[src/hsto_pkg.sv]
// Package of constants and types for the high-speed timer compare output block
package hsto_pkg;

	// Register bus geometry
	localparam int unsigned HSTO_ADDR_W = 8;
	localparam int unsigned HSTO_DATA_W = 32;
	localparam int unsigned HSTO_CNT_W  = 10;

	// Register byte offsets
	localparam logic [7:0] HSTO_OFF_WAVE_CTRL_A = 8'h00;
	localparam logic [7:0] HSTO_OFF_WAVE_GEN    = 8'h04;
	localparam logic [7:0] HSTO_OFF_HIGH_TEMP   = 8'h08;
	localparam logic [7:0] HSTO_OFF_CMP_A_LOW   = 8'h0C;
	localparam logic [7:0] HSTO_OFF_CMP_B_LOW   = 8'h10;
	localparam logic [7:0] HSTO_OFF_STATUS      = 8'h14;

	// Field positions in waveform_ctrl_a
	localparam int unsigned HSTO_MODE_A_LSB  = 6;
	localparam int unsigned HSTO_MODE_B_LSB  = 4;
	localparam int unsigned HSTO_FORCE_A_BIT = 3;
	localparam int unsigned HSTO_FORCE_B_BIT = 2;
	localparam int unsigned HSTO_PWM_A_BIT   = 1;
	localparam int unsigned HSTO_PWM_B_BIT   = 0;

	// Field positions in the wave generation register
	localparam int unsigned HSTO_WGEN_BIT0 = 0;
	localparam int unsigned HSTO_WGEN_BIT1 = 1;

	// Field positions in the status register
	localparam int unsigned HSTO_ST_WAVE_A  = 0;
	localparam int unsigned HSTO_ST_WAVE_B  = 1;
	localparam int unsigned HSTO_ST_A_OVR   = 2;
	localparam int unsigned HSTO_ST_A_N_OVR = 3;
	localparam int unsigned HSTO_ST_B_OVR   = 4;
	localparam int unsigned HSTO_ST_B_N_OVR = 5;

	// Reset values
	localparam logic [7:0]            HSTO_WAVE_CTRL_RST = 8'h00;
	localparam logic [1:0]            HSTO_WGEN_RST      = 2'h0;
	localparam logic [1:0]            HSTO_TEMP_RST      = 2'h0;
	localparam logic [HSTO_CNT_W-1:0] HSTO_CMP_RST       = 10'h000;
	localparam logic [HSTO_CNT_W-1:0] HSTO_CNT_BOTTOM    = 10'h000;

	// Compare output mode codes
	localparam logic [1:0] HSTO_CODE_PORT   = 2'h0;
	localparam logic [1:0] HSTO_CODE_TOGGLE = 2'h1;
	localparam logic [1:0] HSTO_CODE_CLEAR  = 2'h2;
	localparam logic [1:0] HSTO_CODE_SET    = 2'h3;

	// How a channel's waveform reacts to counter events
	typedef enum logic [1:0] {
		HSTO_NON_PWM,
		HSTO_SINGLE_SLOPE,
		HSTO_DUAL_SLOPE
	} hsto_slope_t;

endpackage

[src/hsto_chan_if.sv]
// Interface between the control logic and one channel waveform unit
interface hsto_chan_if;
	import hsto_pkg::*;

	logic [1:0]  mode;
	hsto_slope_t slope;
	logic        match;
	logic        bottom;
	logic        count_down;
	logic        force_cmp;
	logic        wave;

	modport ctrl (
		output mode,
		output slope,
		output match,
		output bottom,
		output count_down,
		output force_cmp,
		input  wave
	);

	modport unit (
		input  mode,
		input  slope,
		input  match,
		input  bottom,
		input  count_down,
		input  force_cmp,
		output wave
	);

endinterface

[src/hsto_wave_unit.sv]
// Waveform output register of one compare channel
module hsto_wave_unit
	import hsto_pkg::*;
(
	// Clock and reset
	input wire logic clock,
	input wire logic sys_rst,
	// Channel controls and events
	hsto_chan_if.unit ch
);

	logic wave_r;
	logic wave_nxt;

	// Next waveform value from the mode code and the counter events
	always_comb begin
		wave_nxt = wave_r;
		unique case (ch.slope)
			HSTO_NON_PWM: begin
				if (ch.match || ch.force_cmp) begin
					if (ch.mode == HSTO_CODE_TOGGLE) begin
						wave_nxt = ~wave_r;
					end else if (ch.mode == HSTO_CODE_CLEAR) begin
						wave_nxt = 1'b0;
					end else if (ch.mode == HSTO_CODE_SET) begin
						wave_nxt = 1'b1;
					end
				end
			end
			HSTO_SINGLE_SLOPE: begin
				// Match is applied last so a match at bottom wins
				if (ch.mode != HSTO_CODE_PORT) begin
					if (ch.bottom) begin
						wave_nxt = (ch.mode != HSTO_CODE_SET);
					end
					if (ch.match) begin
						wave_nxt = (ch.mode == HSTO_CODE_SET);
					end
				end
			end
			HSTO_DUAL_SLOPE: begin
				if (ch.mode != HSTO_CODE_PORT && ch.match) begin
					wave_nxt = (ch.mode == HSTO_CODE_SET) ^ ch.count_down;
				end
			end
			default: begin
				wave_nxt = wave_r;
			end
		endcase
	end

	// Waveform register
	always_ff @(posedge clock or posedge sys_rst) begin
		if (sys_rst) begin
			wave_r <= 1'b0;
		end else begin
			wave_r <= wave_nxt;
		end
	end

	assign ch.wave = wave_r;

endmodule // hsto_wave_unit

[src/hsto_compare_out.sv]
// Compare output mode logic for channels A and B with an APB register slave
//
// Summary of operation
// - Nonzero mode code hands the channel's true pin to the timer; in six-output mode channel A's code decides for both channels.
// - Complement pin connects in PWM modes with code 01, and in six-output mode with any nonzero code.
// - Channel A mode meaning depends on its PWM enable and both wave bits.
// - Channel B mode meaning depends on its PWM enable and wave bit 0.
// - Non-PWM: 00 port, 01 toggle, 10 clear, 11 set on match.
// - Fast PWM: 01/10 clear on match, set at bottom; 11 inverse.
// - Dual slope: 01/10 clear on up match, set on down; 11 reverse.
// - Single-slope six-output: channel A waveform drives all paired pins.
// - Dual-slope six-output: channel A up/down waveform drives all pins.
// - Channel B has normal, fast and dual-slope modes like channel A.
// - Force bit in non-PWM applies the match action; reads as zero.
// - PWM enable selects PWM operation on the channel's own compare.
//
// Decided for this implementation: the address map and the APB register port.
module hsto_compare_out
	import hsto_pkg::*;
(
	// Clock and reset
	input  wire logic                   clock,
	input  wire logic                   sys_rst,
	// APB slave
	input  wire logic                   psel,
	input  wire logic                   penable,
	input  wire logic                   pwrite,
	input  wire logic [HSTO_ADDR_W-1:0] paddr,
	input  wire logic [HSTO_DATA_W-1:0] pwdata,
	output logic      [HSTO_DATA_W-1:0] prdata,
	output logic                        pready,
	output logic                        pslverr,
	// Counter state from the timer core
	input  wire logic [HSTO_CNT_W-1:0]  hs_counter_value,
	input  wire logic                   cnt_tick,
	input  wire logic                   cnt_down,
	// Channel A pins
	output logic                        chan_a_pin,
	output logic                        chan_a_pin_ovr,
	output logic                        chan_a_pin_n,
	output logic                        chan_a_pin_n_ovr,
	// Channel B pins
	output logic                        chan_b_pin,
	output logic                        chan_b_pin_ovr,
	output logic                        chan_b_pin_n,
	output logic                        chan_b_pin_n_ovr
);

	// Address match, used by both the read mux and the write strobes
	function automatic logic hsto_hit(input logic [HSTO_ADDR_W-1:0] addr,
		input logic [7:0] off);
		hsto_hit = (addr == off);
	endfunction

	// Slope selection for a channel from its PWM enable and the dual-slope bit
	function automatic hsto_slope_t hsto_slope_of(input logic pwm_en, input logic dual);
		if (!pwm_en) begin
			hsto_slope_of = HSTO_NON_PWM;
		end else if (dual) begin
			hsto_slope_of = HSTO_DUAL_SLOPE;
		end else begin
			hsto_slope_of = HSTO_SINGLE_SLOPE;
		end
	endfunction

	function automatic logic hsto_owned(input logic [1:0] code);
		hsto_owned = (code != HSTO_CODE_PORT);
	endfunction

	function automatic logic hsto_comp_owned(input logic pwm_en, input logic [1:0] code);
		hsto_comp_owned = pwm_en && (code == HSTO_CODE_TOGGLE);
	endfunction

	// Control register state
	logic [1:0]            chan_a_out_mode_r;
	logic [1:0]            chan_b_out_mode_r;
	logic                  chan_a_pwm_enable_r;
	logic                  chan_b_pwm_enable_r;
	logic                  wave_gen_bit0_r;
	logic                  wave_gen_bit1_r;
	logic [1:0]            shared_high_byte_temp_r;
	logic [HSTO_CNT_W-1:0] chan_a_compare_value_r;
	logic [HSTO_CNT_W-1:0] chan_b_compare_value_r;
	logic                  force_a_r;
	logic                  force_b_r;

	// Bus state
	logic                   pready_r;
	logic                   pslverr_r;
	logic [HSTO_DATA_W-1:0] prdata_r;
	logic [HSTO_DATA_W-1:0] rdata_nxt;
	logic                   mapped;
	logic                   access_done;
	logic                   wr_en;
	logic                   rd_en;

	// Pin state
	logic chan_a_pin_r;
	logic chan_a_pin_ovr_r;
	logic chan_a_pin_n_r;
	logic chan_a_pin_n_ovr_r;
	logic chan_b_pin_r;
	logic chan_b_pin_ovr_r;
	logic chan_b_pin_n_r;
	logic chan_b_pin_n_ovr_r;

	// Derived mode decode
	logic six_output_pwm;
	logic chan_a_waveform;
	logic chan_b_waveform;
	logic cnt_at_bottom;

	// Transfer completes on the access cycle in which pready is high
	assign access_done = psel && penable && pready_r;
	assign wr_en       = access_done && pwrite && !pslverr_r;
	assign rd_en       = access_done && !pwrite && !pslverr_r;

	// Status is read only, so a write to it is refused like an unmapped one
	assign mapped = hsto_hit(paddr, HSTO_OFF_WAVE_CTRL_A)
		|| hsto_hit(paddr, HSTO_OFF_WAVE_GEN)
		|| hsto_hit(paddr, HSTO_OFF_HIGH_TEMP)
		|| hsto_hit(paddr, HSTO_OFF_CMP_A_LOW)
		|| hsto_hit(paddr, HSTO_OFF_CMP_B_LOW)
		|| (hsto_hit(paddr, HSTO_OFF_STATUS) && !pwrite);

	// Read data mux; force bits are never stored and read as zero
	always_comb begin
		rdata_nxt = '0;
		if (hsto_hit(paddr, HSTO_OFF_WAVE_CTRL_A)) begin
			rdata_nxt[HSTO_MODE_A_LSB +: 2] = chan_a_out_mode_r;
			rdata_nxt[HSTO_MODE_B_LSB +: 2] = chan_b_out_mode_r;
			rdata_nxt[HSTO_PWM_A_BIT]       = chan_a_pwm_enable_r;
			rdata_nxt[HSTO_PWM_B_BIT]       = chan_b_pwm_enable_r;
		end else if (hsto_hit(paddr, HSTO_OFF_WAVE_GEN)) begin
			rdata_nxt[HSTO_WGEN_BIT0] = wave_gen_bit0_r;
			rdata_nxt[HSTO_WGEN_BIT1] = wave_gen_bit1_r;
		end else if (hsto_hit(paddr, HSTO_OFF_HIGH_TEMP)) begin
			rdata_nxt[1:0] = shared_high_byte_temp_r;
		end else if (hsto_hit(paddr, HSTO_OFF_CMP_A_LOW)) begin
			rdata_nxt[7:0] = chan_a_compare_value_r[7:0];
		end else if (hsto_hit(paddr, HSTO_OFF_CMP_B_LOW)) begin
			rdata_nxt[7:0] = chan_b_compare_value_r[7:0];
		end else if (hsto_hit(paddr, HSTO_OFF_STATUS)) begin
			rdata_nxt[HSTO_ST_WAVE_A]  = chan_a_waveform;
			rdata_nxt[HSTO_ST_WAVE_B]  = chan_b_waveform;
			rdata_nxt[HSTO_ST_A_OVR]   = chan_a_pin_ovr_r;
			rdata_nxt[HSTO_ST_A_N_OVR] = chan_a_pin_n_ovr_r;
			rdata_nxt[HSTO_ST_B_OVR]   = chan_b_pin_ovr_r;
			rdata_nxt[HSTO_ST_B_N_OVR] = chan_b_pin_n_ovr_r;
		end
	end

	// APB answer: one wait-free access cycle, data captured in setup
	// Capturing in setup keeps the read mux off the access path; the cost is
	// that a register changing at the setup edge reads its older value
	always_ff @(posedge clock or posedge sys_rst) begin
		if (sys_rst) begin
			pready_r  <= 1'b0;
			pslverr_r <= 1'b0;
			prdata_r  <= '0;
		end else begin
			pready_r <= psel && !penable;
			if (psel && !penable) begin
				pslverr_r <= !mapped;
				prdata_r  <= mapped ? rdata_nxt : '0;
			end else begin
				pslverr_r <= 1'b0;
				prdata_r  <= '0;
			end
		end
	end

	// Control register: mode codes and PWM enables
	always_ff @(posedge clock or posedge sys_rst) begin
		if (sys_rst) begin
			chan_a_out_mode_r   <= HSTO_WAVE_CTRL_RST[HSTO_MODE_A_LSB +: 2];
			chan_b_out_mode_r   <= HSTO_WAVE_CTRL_RST[HSTO_MODE_B_LSB +: 2];
			chan_a_pwm_enable_r <= HSTO_WAVE_CTRL_RST[HSTO_PWM_A_BIT];
			chan_b_pwm_enable_r <= HSTO_WAVE_CTRL_RST[HSTO_PWM_B_BIT];
		end else if (wr_en && hsto_hit(paddr, HSTO_OFF_WAVE_CTRL_A)) begin
			chan_a_out_mode_r   <= pwdata[HSTO_MODE_A_LSB +: 2];
			chan_b_out_mode_r   <= pwdata[HSTO_MODE_B_LSB +: 2];
			chan_a_pwm_enable_r <= pwdata[HSTO_PWM_A_BIT];
			chan_b_pwm_enable_r <= pwdata[HSTO_PWM_B_BIT];
		end
	end

	// Force strobes last one cycle, aligned with the newly written modes
	// A force written together with a PWM enable is dropped, not deferred
	always_ff @(posedge clock or posedge sys_rst) begin
		if (sys_rst) begin
			force_a_r <= 1'b0;
			force_b_r <= 1'b0;
		end else begin
			force_a_r <= wr_en && hsto_hit(paddr, HSTO_OFF_WAVE_CTRL_A)
				&& pwdata[HSTO_FORCE_A_BIT] && !pwdata[HSTO_PWM_A_BIT];
			force_b_r <= wr_en && hsto_hit(paddr, HSTO_OFF_WAVE_CTRL_A)
				&& pwdata[HSTO_FORCE_B_BIT] && !pwdata[HSTO_PWM_B_BIT];
		end
	end

	// Wave generation register
	// Channel B never reads bit 1; only the six-output select does
	always_ff @(posedge clock or posedge sys_rst) begin
		if (sys_rst) begin
			wave_gen_bit0_r <= HSTO_WGEN_RST[HSTO_WGEN_BIT0];
			wave_gen_bit1_r <= HSTO_WGEN_RST[HSTO_WGEN_BIT1];
		end else if (wr_en && hsto_hit(paddr, HSTO_OFF_WAVE_GEN)) begin
			wave_gen_bit0_r <= pwdata[HSTO_WGEN_BIT0];
			wave_gen_bit1_r <= pwdata[HSTO_WGEN_BIT1];
		end
	end

	// Shared high byte: written directly, reloaded by a low-byte read.
	// It is not cleared by a low-byte write, so one high write serves many.
	always_ff @(posedge clock or posedge sys_rst) begin
		if (sys_rst) begin
			shared_high_byte_temp_r <= HSTO_TEMP_RST;
		end else if (wr_en && hsto_hit(paddr, HSTO_OFF_HIGH_TEMP)) begin
			shared_high_byte_temp_r <= pwdata[1:0];
		end else if (rd_en && hsto_hit(paddr, HSTO_OFF_CMP_A_LOW)) begin
			shared_high_byte_temp_r <= chan_a_compare_value_r[HSTO_CNT_W-1:8];
		end else if (rd_en && hsto_hit(paddr, HSTO_OFF_CMP_B_LOW)) begin
			shared_high_byte_temp_r <= chan_b_compare_value_r[HSTO_CNT_W-1:8];
		end
	end

	// Compare values load all ten bits at the low-byte write
	always_ff @(posedge clock or posedge sys_rst) begin
		if (sys_rst) begin
			chan_a_compare_value_r <= HSTO_CMP_RST;
			chan_b_compare_value_r <= HSTO_CMP_RST;
		end else begin
			if (wr_en && hsto_hit(paddr, HSTO_OFF_CMP_A_LOW)) begin
				chan_a_compare_value_r <= {shared_high_byte_temp_r, pwdata[7:0]};
			end
			if (wr_en && hsto_hit(paddr, HSTO_OFF_CMP_B_LOW)) begin
				chan_b_compare_value_r <= {shared_high_byte_temp_r, pwdata[7:0]};
			end
		end
	end

	// Counter events are only valid on the core's tick
	// The core runs on this clock, so its outputs need no synchroniser
	assign cnt_at_bottom = cnt_tick && (hs_counter_value == HSTO_CNT_BOTTOM);

	// Channel B's own mode and PWM bit are ignored while this is set
	// six-output select
	assign six_output_pwm = chan_a_pwm_enable_r && wave_gen_bit1_r;

	// One interface and one waveform unit per channel
	hsto_chan_if ch_if [2] ();

	assign ch_if[0].mode       = chan_a_out_mode_r;
	assign ch_if[0].slope      = hsto_slope_of(chan_a_pwm_enable_r, wave_gen_bit0_r);
	assign ch_if[0].match      = cnt_tick && (hs_counter_value == chan_a_compare_value_r);
	assign ch_if[0].force_cmp  = force_a_r;

	assign ch_if[1].mode       = chan_b_out_mode_r;
	assign ch_if[1].slope      = hsto_slope_of(chan_b_pwm_enable_r, wave_gen_bit0_r);
	assign ch_if[1].match      = cnt_tick && (hs_counter_value == chan_b_compare_value_r);
	assign ch_if[1].force_cmp  = force_b_r;

	// Shared counter events and the waveform units
	for (genvar g = 0; g < 2; g++) begin : g_chan
		assign ch_if[g].bottom     = cnt_at_bottom;
		assign ch_if[g].count_down = cnt_down;
		hsto_wave_unit u_wave (
			.clock   (clock),
			.sys_rst (sys_rst),
			.ch      (ch_if[g])
		);
	end

	assign chan_a_waveform = ch_if[0].wave;
	assign chan_b_waveform = ch_if[1].wave;

	// Channel A pin takeover and levels
	// Registered pins cost a cycle of delay but keep decode glitches off the load
	always_ff @(posedge clock or posedge sys_rst) begin
		if (sys_rst) begin
			chan_a_pin_r       <= 1'b0;
			chan_a_pin_ovr_r   <= 1'b0;
			chan_a_pin_n_r     <= 1'b1;
			chan_a_pin_n_ovr_r <= 1'b0;
		end else begin
			chan_a_pin_r       <= chan_a_waveform;
			chan_a_pin_n_r     <= !chan_a_waveform;
			chan_a_pin_ovr_r   <= hsto_owned(chan_a_out_mode_r);
			if (six_output_pwm) begin
				chan_a_pin_n_ovr_r <= hsto_owned(chan_a_out_mode_r);
			end else begin
				chan_a_pin_n_ovr_r <= hsto_comp_owned(chan_a_pwm_enable_r,
					chan_a_out_mode_r);
			end
		end
	end

	// Channel B pins; in six-output mode they carry channel A's waveform
	// Levels keep moving while unowned, so a takeover shows the live waveform
	always_ff @(posedge clock or posedge sys_rst) begin
		if (sys_rst) begin
			chan_b_pin_r       <= 1'b0;
			chan_b_pin_ovr_r   <= 1'b0;
			chan_b_pin_n_r     <= 1'b1;
			chan_b_pin_n_ovr_r <= 1'b0;
		end else if (six_output_pwm) begin
			chan_b_pin_r       <= chan_a_waveform;
			chan_b_pin_n_r     <= !chan_a_waveform;
			chan_b_pin_ovr_r   <= hsto_owned(chan_a_out_mode_r);
			chan_b_pin_n_ovr_r <= hsto_owned(chan_a_out_mode_r);
		end else begin
			chan_b_pin_r       <= chan_b_waveform;
			chan_b_pin_n_r     <= !chan_b_waveform;
			chan_b_pin_ovr_r   <= hsto_owned(chan_b_out_mode_r);
			chan_b_pin_n_ovr_r <= hsto_comp_owned(chan_b_pwm_enable_r,
				chan_b_out_mode_r);
		end
	end

	// Overrides only steer the port mux; driver enables stay with the port.
	// drivers left to software
	assign chan_a_pin_ovr   = chan_a_pin_ovr_r;
	assign chan_a_pin_n_ovr = chan_a_pin_n_ovr_r;
	assign chan_b_pin_ovr   = chan_b_pin_ovr_r;
	assign chan_b_pin_n_ovr = chan_b_pin_n_ovr_r;
	assign chan_a_pin       = chan_a_pin_r;
	assign chan_a_pin_n     = chan_a_pin_n_r;
	assign chan_b_pin       = chan_b_pin_r;
	assign chan_b_pin_n     = chan_b_pin_n_r;

	// Bus outputs
	assign prdata  = prdata_r;
	assign pready  = pready_r;
	assign pslverr = pslverr_r;

endmodule // hsto_compare_out

[config.mk]
export PLATFORM = sky130hd
export DESIGN_NAME = hsto_compare_out
export DESIGN_NICKNAME = d
export VERILOG_FILES = /design/src/hsto_pkg.sv /design/src/hsto_chan_if.sv /design/src/hsto_wave_unit.sv /design/src/hsto_compare_out.sv
export SDC_FILE = /design/constraint.sdc
export NUM_CORES = 1
export LEC_CHECK = 0
export BUFFER_PORTS_ARGS = -buffer_cell sky130_fd_sc_hd__buf_2
export CELL_PAD_IN_SITES_DETAIL_PLACEMENT = 1
export CELL_PAD_IN_SITES_GLOBAL_PLACEMENT = 1
export CORE_MARGIN = 2
export CORE_UTILIZATION = 40
export CTS_CLUSTER_DIAMETER = 120
export CTS_CLUSTER_SIZE = 10
export DETAILED_ROUTE_END_ITERATION = 10
export PLACE_DENSITY = 0.85
export SETUP_SLACK_MARGIN = 0.15
export SLEW_MARGIN = 5
export SYNTH_ARGS = -nofsm -noshare
export SYNTH_HDL_FRONTEND = slang
export SYNTH_SLANG_ARGS = --single-unit
[constraint.sdc]
create_clock -name clock -period 3.6 [get_ports clock]
set_input_delay 1.08 -clock clock [delete_from_list [all_inputs] [get_ports clock]]
set_output_delay 1.08 -clock clock [all_outputs]
set_load 0.1 [all_outputs]
---- Word level (Yosys, flattened, before mapping) ----
Index checks and enable logic that the tools add are counted.
word-level totals
  output and inout bits ................... 42
  flip-flop bits (word level) ............. 76
  word-level logic and storage cells ...... 153
cells by class
  bitwise operators ....................... 4
  reductions and logical operators ........ 53
  multiplexer cells ....................... 43
  equal/unequal tests ..................... 29
operators by type and width
  cell                  count
  $logic_and A1 B1 Y1   27
  $mux W6               4
  $mux W8               3
  $mux W1               22
  $mux W2               11
  $eq A10 B10 Y1        2
  $eq A8 B4 Y1 const B  2
  $eq A8 B5 Y1 const B  2
  $eq A2 B2 Y1 const B  6
  $reduce_and A6 Y1     2
  $logic_not A10 Y1     1
  $reduce_bool A3 Y1    3
  $eq A2 B1 Y1 const B  4
  $eq A8 B3 Y1 const B  1
  $logic_not A1 Y1      8
  $logic_not A8 Y1      1
  $ne A2 B1 Y1 const B  4
  $ne A2 B2 Y1 const B  4
  $ne A4 B2 Y1 const B  2
  $logic_or A1 B1 Y1    7
  $ne A3 B2 Y1 const B  2
  $pmux W1 S3           2
  $logic_not A2 Y1      2
  $mux W4               1
  other kinds (3)       6

---- Logic depth before layout (Yosys ltp) ----
  depth in word-level cells ............... 9
  depth in mapped cells ................... 7

---- By module ----
Synthesis repeated with hierarchy kept, for this count alone.
unflattened totals
  cell total of the unflattened synthesis .. 299
  area total of the unflattened synthesis .. 3,194.3 um^2
modules (own cells, without submodules)
  module            instances  cells each  sequential area each (um^2)  area each (um^2)
  hsto_compare_out  1          245         1,253.7                      2,761.4
  hsto_wave_unit    2          27          25.0                         216.5

---- Worst setup path before layout ----
No wires, ideal clock.
  path kind ............................... input-to-reg
  start ................................... in paddr[0]
  end ..................................... reg chan_a_out_mode_r[0] (netlist: ch_if[0].mode[0])
  data arrival time ....................... 2,796 ps
  stages .................................. 5
  buffers on the path ..................... 0
  path slack .............................. 679 ps
  setup time .............................. 125 ps
  cell sequence ........................... or4_4 -> or2_4 -> or4_4 -> nor2_8 -> mux2_4
between the ends
  word-level cells in the longest chain between the ends .. 2
RTL lines
  item                  line                     source
  start, declared       hsto_compare_out.sv:28   input wire logic [HSTO_ADDR_W-1:0] paddr,
  $logic_not A8 Y1      hsto_compare_out.sv:52   hsto_hit = (addr == off);
  $logic_and A1 B1 Y1   hsto_compare_out.sv:180  end else if (wr_en && hsto_hit(paddr, HSTO_OFF_WAVE_CTRL_A)) begin
  end signal, assigned  hsto_compare_out.sv:176  chan_a_out_mode_r <= HSTO_WAVE_CTRL_RST[HSTO_MODE_A_LSB +: 2];
  end signal, assigned  hsto_compare_out.sv:181  chan_a_out_mode_r <= pwdata[HSTO_MODE_A_LSB +: 2];
  end, declared         hsto_compare_out.sv:75   logic [1:0] chan_a_out_mode_r;
Every way passes these cells.
A chain may end at the register's enable or synchronous reset.

---- Final worst setup path ----
  start ................................... in paddr[0]
  end ..................................... reg chan_a_out_mode_r[1] (netlist: ch_if[0].mode[1])
Same word-level chain as after synthesis.

==> results.py <==
metrics = {
    "timing": {
        "fin_tns_setup_ps": 0,
        "finalCritPeriodShare": 0.804,
        "tightest_slew_ps": 1050,
        "timing.hold.ws_ps": 501,
        "finalHoldViolations": 0,
        "slew_headroom": 0.301,
        "drv_slew": 0,
        "rsz0062_at_grt": "no",
        "setup_ws_ps": 706,
        "setup_violations": 0,
        "skew_ps": 9.11,
        "max_freq_mhz": 346,
        "min_period_ps": 2890,
    },
    "detailed_routing": {
        "drt-pass1-iter-count": 4,
        "postRouteAntennaNets": 0,
        "routedWlPerCell_um": 17.7,
        "drt_iter0_markers": 201,
        "dr_total_vias": 2254,
        "drc": 0,
        "viasPerCell": 5.38,
        "finalWirelength_um": 7400,
    },
    "die": {
        "die_h_um": 89.7,
        "rows": 31,
        "placeableCoreArea_um2": 7180,
        "initial_utilization": 0.409,
        "chipWidth_um": 89.7,
        "ioPinCount": 99,
        "die-area_um2": 8040,
    },
    "synth": {
        "synth_area_leader_cell": "dfrtp_1",
        "synth_compound_area_frac": 0.117,
        "syn_area_um2": 2940,
        "synthTopCellsByArea": "dfrtp_1, mux2_2, xnor2_1, buf_4, mux2_4",
        "ys_seq_elements": 52,
        "synth_top_family_by_area": "simple AND/OR/NAND/NOR gates",
        "synth_adder_area_share": 0,
        "synthCells": 272,
        "yosysSeqAreaShare": 0.444,
        "synth.area.mux_share": 0.137,
        "syn_avg_cell_area_um2": 10.8,
        "ys_types": 46,
        "ys_warn_count": 0,
        "synth_xor_area_frac": 0.0626,
        "synth-simple-area-share": 0.151,
        "synthArstFlopShare": 1.00,
        "yosysTopAreaCellShare": 0.426,
        "synth_edf_count": 0,
        "ys.flop_type": "dfrtp_1",
    },
    "hold_path": {
        "min_from": "g_chan[0].u_wave.ch.wave",
        "min_path_type": "reg2reg",
        "min_to": "chan_a_pin",
        "whs_path_depth": 0,
    },
    "global_route": {
        "antenna_found_initial": 0,
        "grt_max_degree": 53,
        "grt_usage": 0.195,
        "grt_pass1_vias": 2228,
        "grt_overflow": 0,
        "grt_pass1_wl_um": 11700,
    },
    "final_layout": {
        "diodes": 0,
        "final_util": 0.462,
        "drive_gt1_frac": 0.322,
        "finish.instance_area_um2": 3320,
        "synthToLayoutAreaGrowth_pct": 13.0,
        "final_nets": 376,
        "final_cell_mix": "dfrtp_1, buf_2, mux2_2",
    },
    "worst_setup_path": {
        "slowest_stage": "or4_4",
        "cp-start-kind": "primary input",
        "worstRegToRegCells": 5,
        "crit_type": "in2reg",
        "cp.required_ps": 3790,
        "r2r-start": "pslverr",
        "cp_max_fo": 13,
        "cp.arrival_ps": 3090,
        "crit_chain": "buf_2 -> or4_4 -> or2_4 -> or4_4 -> nor2_8 -> mux2_4",
        "crit_path_frequent_cell": "or4_4",
        "max_stage_delay_ps": 540,
        "worst_r2r_endpoint": "chan_b_compare_value_r[3]",
        "worst-r2r-setup-slack_ps": 1710,
        "end_kind": "register",
    },
    "flow_run": {
        "maxCapViolCount": 0,
    },
    "clocking": {
        "h-tree-depth": 2,
        "postCtsSetupBuffers": 0,
        "cts_buffers": 5,
        "hold_buffers": 0,
        "clock_path_buffers": 2,
        "cts_tree": "built",
        "cts-resized-gates": 0,
        "cts.clk_slew.worst_paths_ps": 90,
        "root_buffer": "clkbuf_8",
        "clk_latency_ps": 300,
        "clkSinkCount": 52,
    },
    "placed_design": {
        "gp_congestion": 0.899,
        "post-place-ws_ps": 393,
        "io_buffers": 50,
        "place_hpwl_um": 5640,
        "place_area_um2": 3190,
    },
    "power": {
        "p_leak_nw": 1.54,
        "power_density_nw_per_um2": 369,
        "vdd_drop_max_uv": 151,
    },
    "run_status": {
        "status": "finished, final reports clean",
    },
}
[sequential cells by signal (all words and copies together) (netlist names)]
name	count
chan_a_compare_value_r	10
chan_b_compare_value_r	10
prdata	8
ch_if.mode	4
ch_if.force_cmp	2
g_chan.u_wave.ch.wave	2
shared_high_byte_temp_r	2
chan_a_pin	1
chan_a_pin_n	1
chan_a_pin_n_ovr	1
chan_a_pin_ovr	1
chan_a_pwm_enable_r	1
chan_b_pin	1
chan_b_pin_n	1
chan_b_pin_n_ovr	1
chan_b_pin_ovr	1
chan_b_pwm_enable_r	1
pready	1
pslverr	1
wave_gen_bit0_r	1
wave_gen_bit1_r	1
[where the power goes]
group / switching [mW] / internal, mW / total [mW]
Sequential: 0.00220 / 0.586 / 0.588
Combinational: 0.172 / 0.0318 / 0.204
Clock: 0.186 / 0.245 / 0.432
Total: 0.360 / 0.863 / 1.22
[worst max-delay path: cells and delay by family]
kind                   cells  cell delay (ps)
buffers and inverters      1               90
muxes                      1              330
and+or+nand+nor            4             1570
[cell usage after synthesis, types with 5 or more instances]
cell type,number
a21oi_1,8
mux2_4,6
nand2_1,14
xnor2_1,21
buf_4,24
nor2_1,12
a22oi_1,10
dfrtp_1,50
clkbuf_1,7
o21ai_0,10
inv_1,7
mux2_2,26
nor2b_1,9
nand4_1,5
[worst max path at each step]
stage	from	end	cells past startpoint
after floorplan	paddr[0]	ch_if[0].mode[0]	5
after global placement	paddr[0]	ch_if[0].mode[0]	6
after detailed placement	paddr[0]	ch_if[0].mode[1]	6
after CTS	paddr[0]	ch_if[0].mode[1]	6
after global routing	paddr[0]	chan_a_pwm_enable_r	6
final	paddr[0]	ch_if[0].mode[1]	6
[cells by family after synthesis]
family / after synthesis
mux: 34
buf+inv: 43
compound gates: 50
xor+xnor: 21
other cells: 1
simple gates: 71
flops: 52
[area by class of cell]
| class | count | area [um2] |
|---|---|---|
| clock buffers | 7 | 96.3 |
| fillers | 798 | 3860 |
| clock inverters | 1 | 30.0 |
| well taps | 99 | 124 |
| multi-input cells | 200 | 1460 |
| repair buffers | 53 | 273 |
| flip-flops and latches | 52 | 1300 |
| inverters | 7 | 26.3 |
[metal layers]
layer,GRT usage,vias up,share of wire
met4,0.0529,0,0.011
met2,0.326,83,0.48
met3,0.0320,9,0.058
met1,0.264,1135,0.45
met5,0,-,0
li1,-,1027,-
[metrics by stage]
step / total power, mW / instances
floorplan: 0.781 / 295
global placement: 0.800 / 411
detailed placement: 0.803 / 411
CTS: 1.24 / 419
global route: 1.27 / 419
finish: 1.22 / 419
No activity file was read; power rests on OpenSTA's default activity.
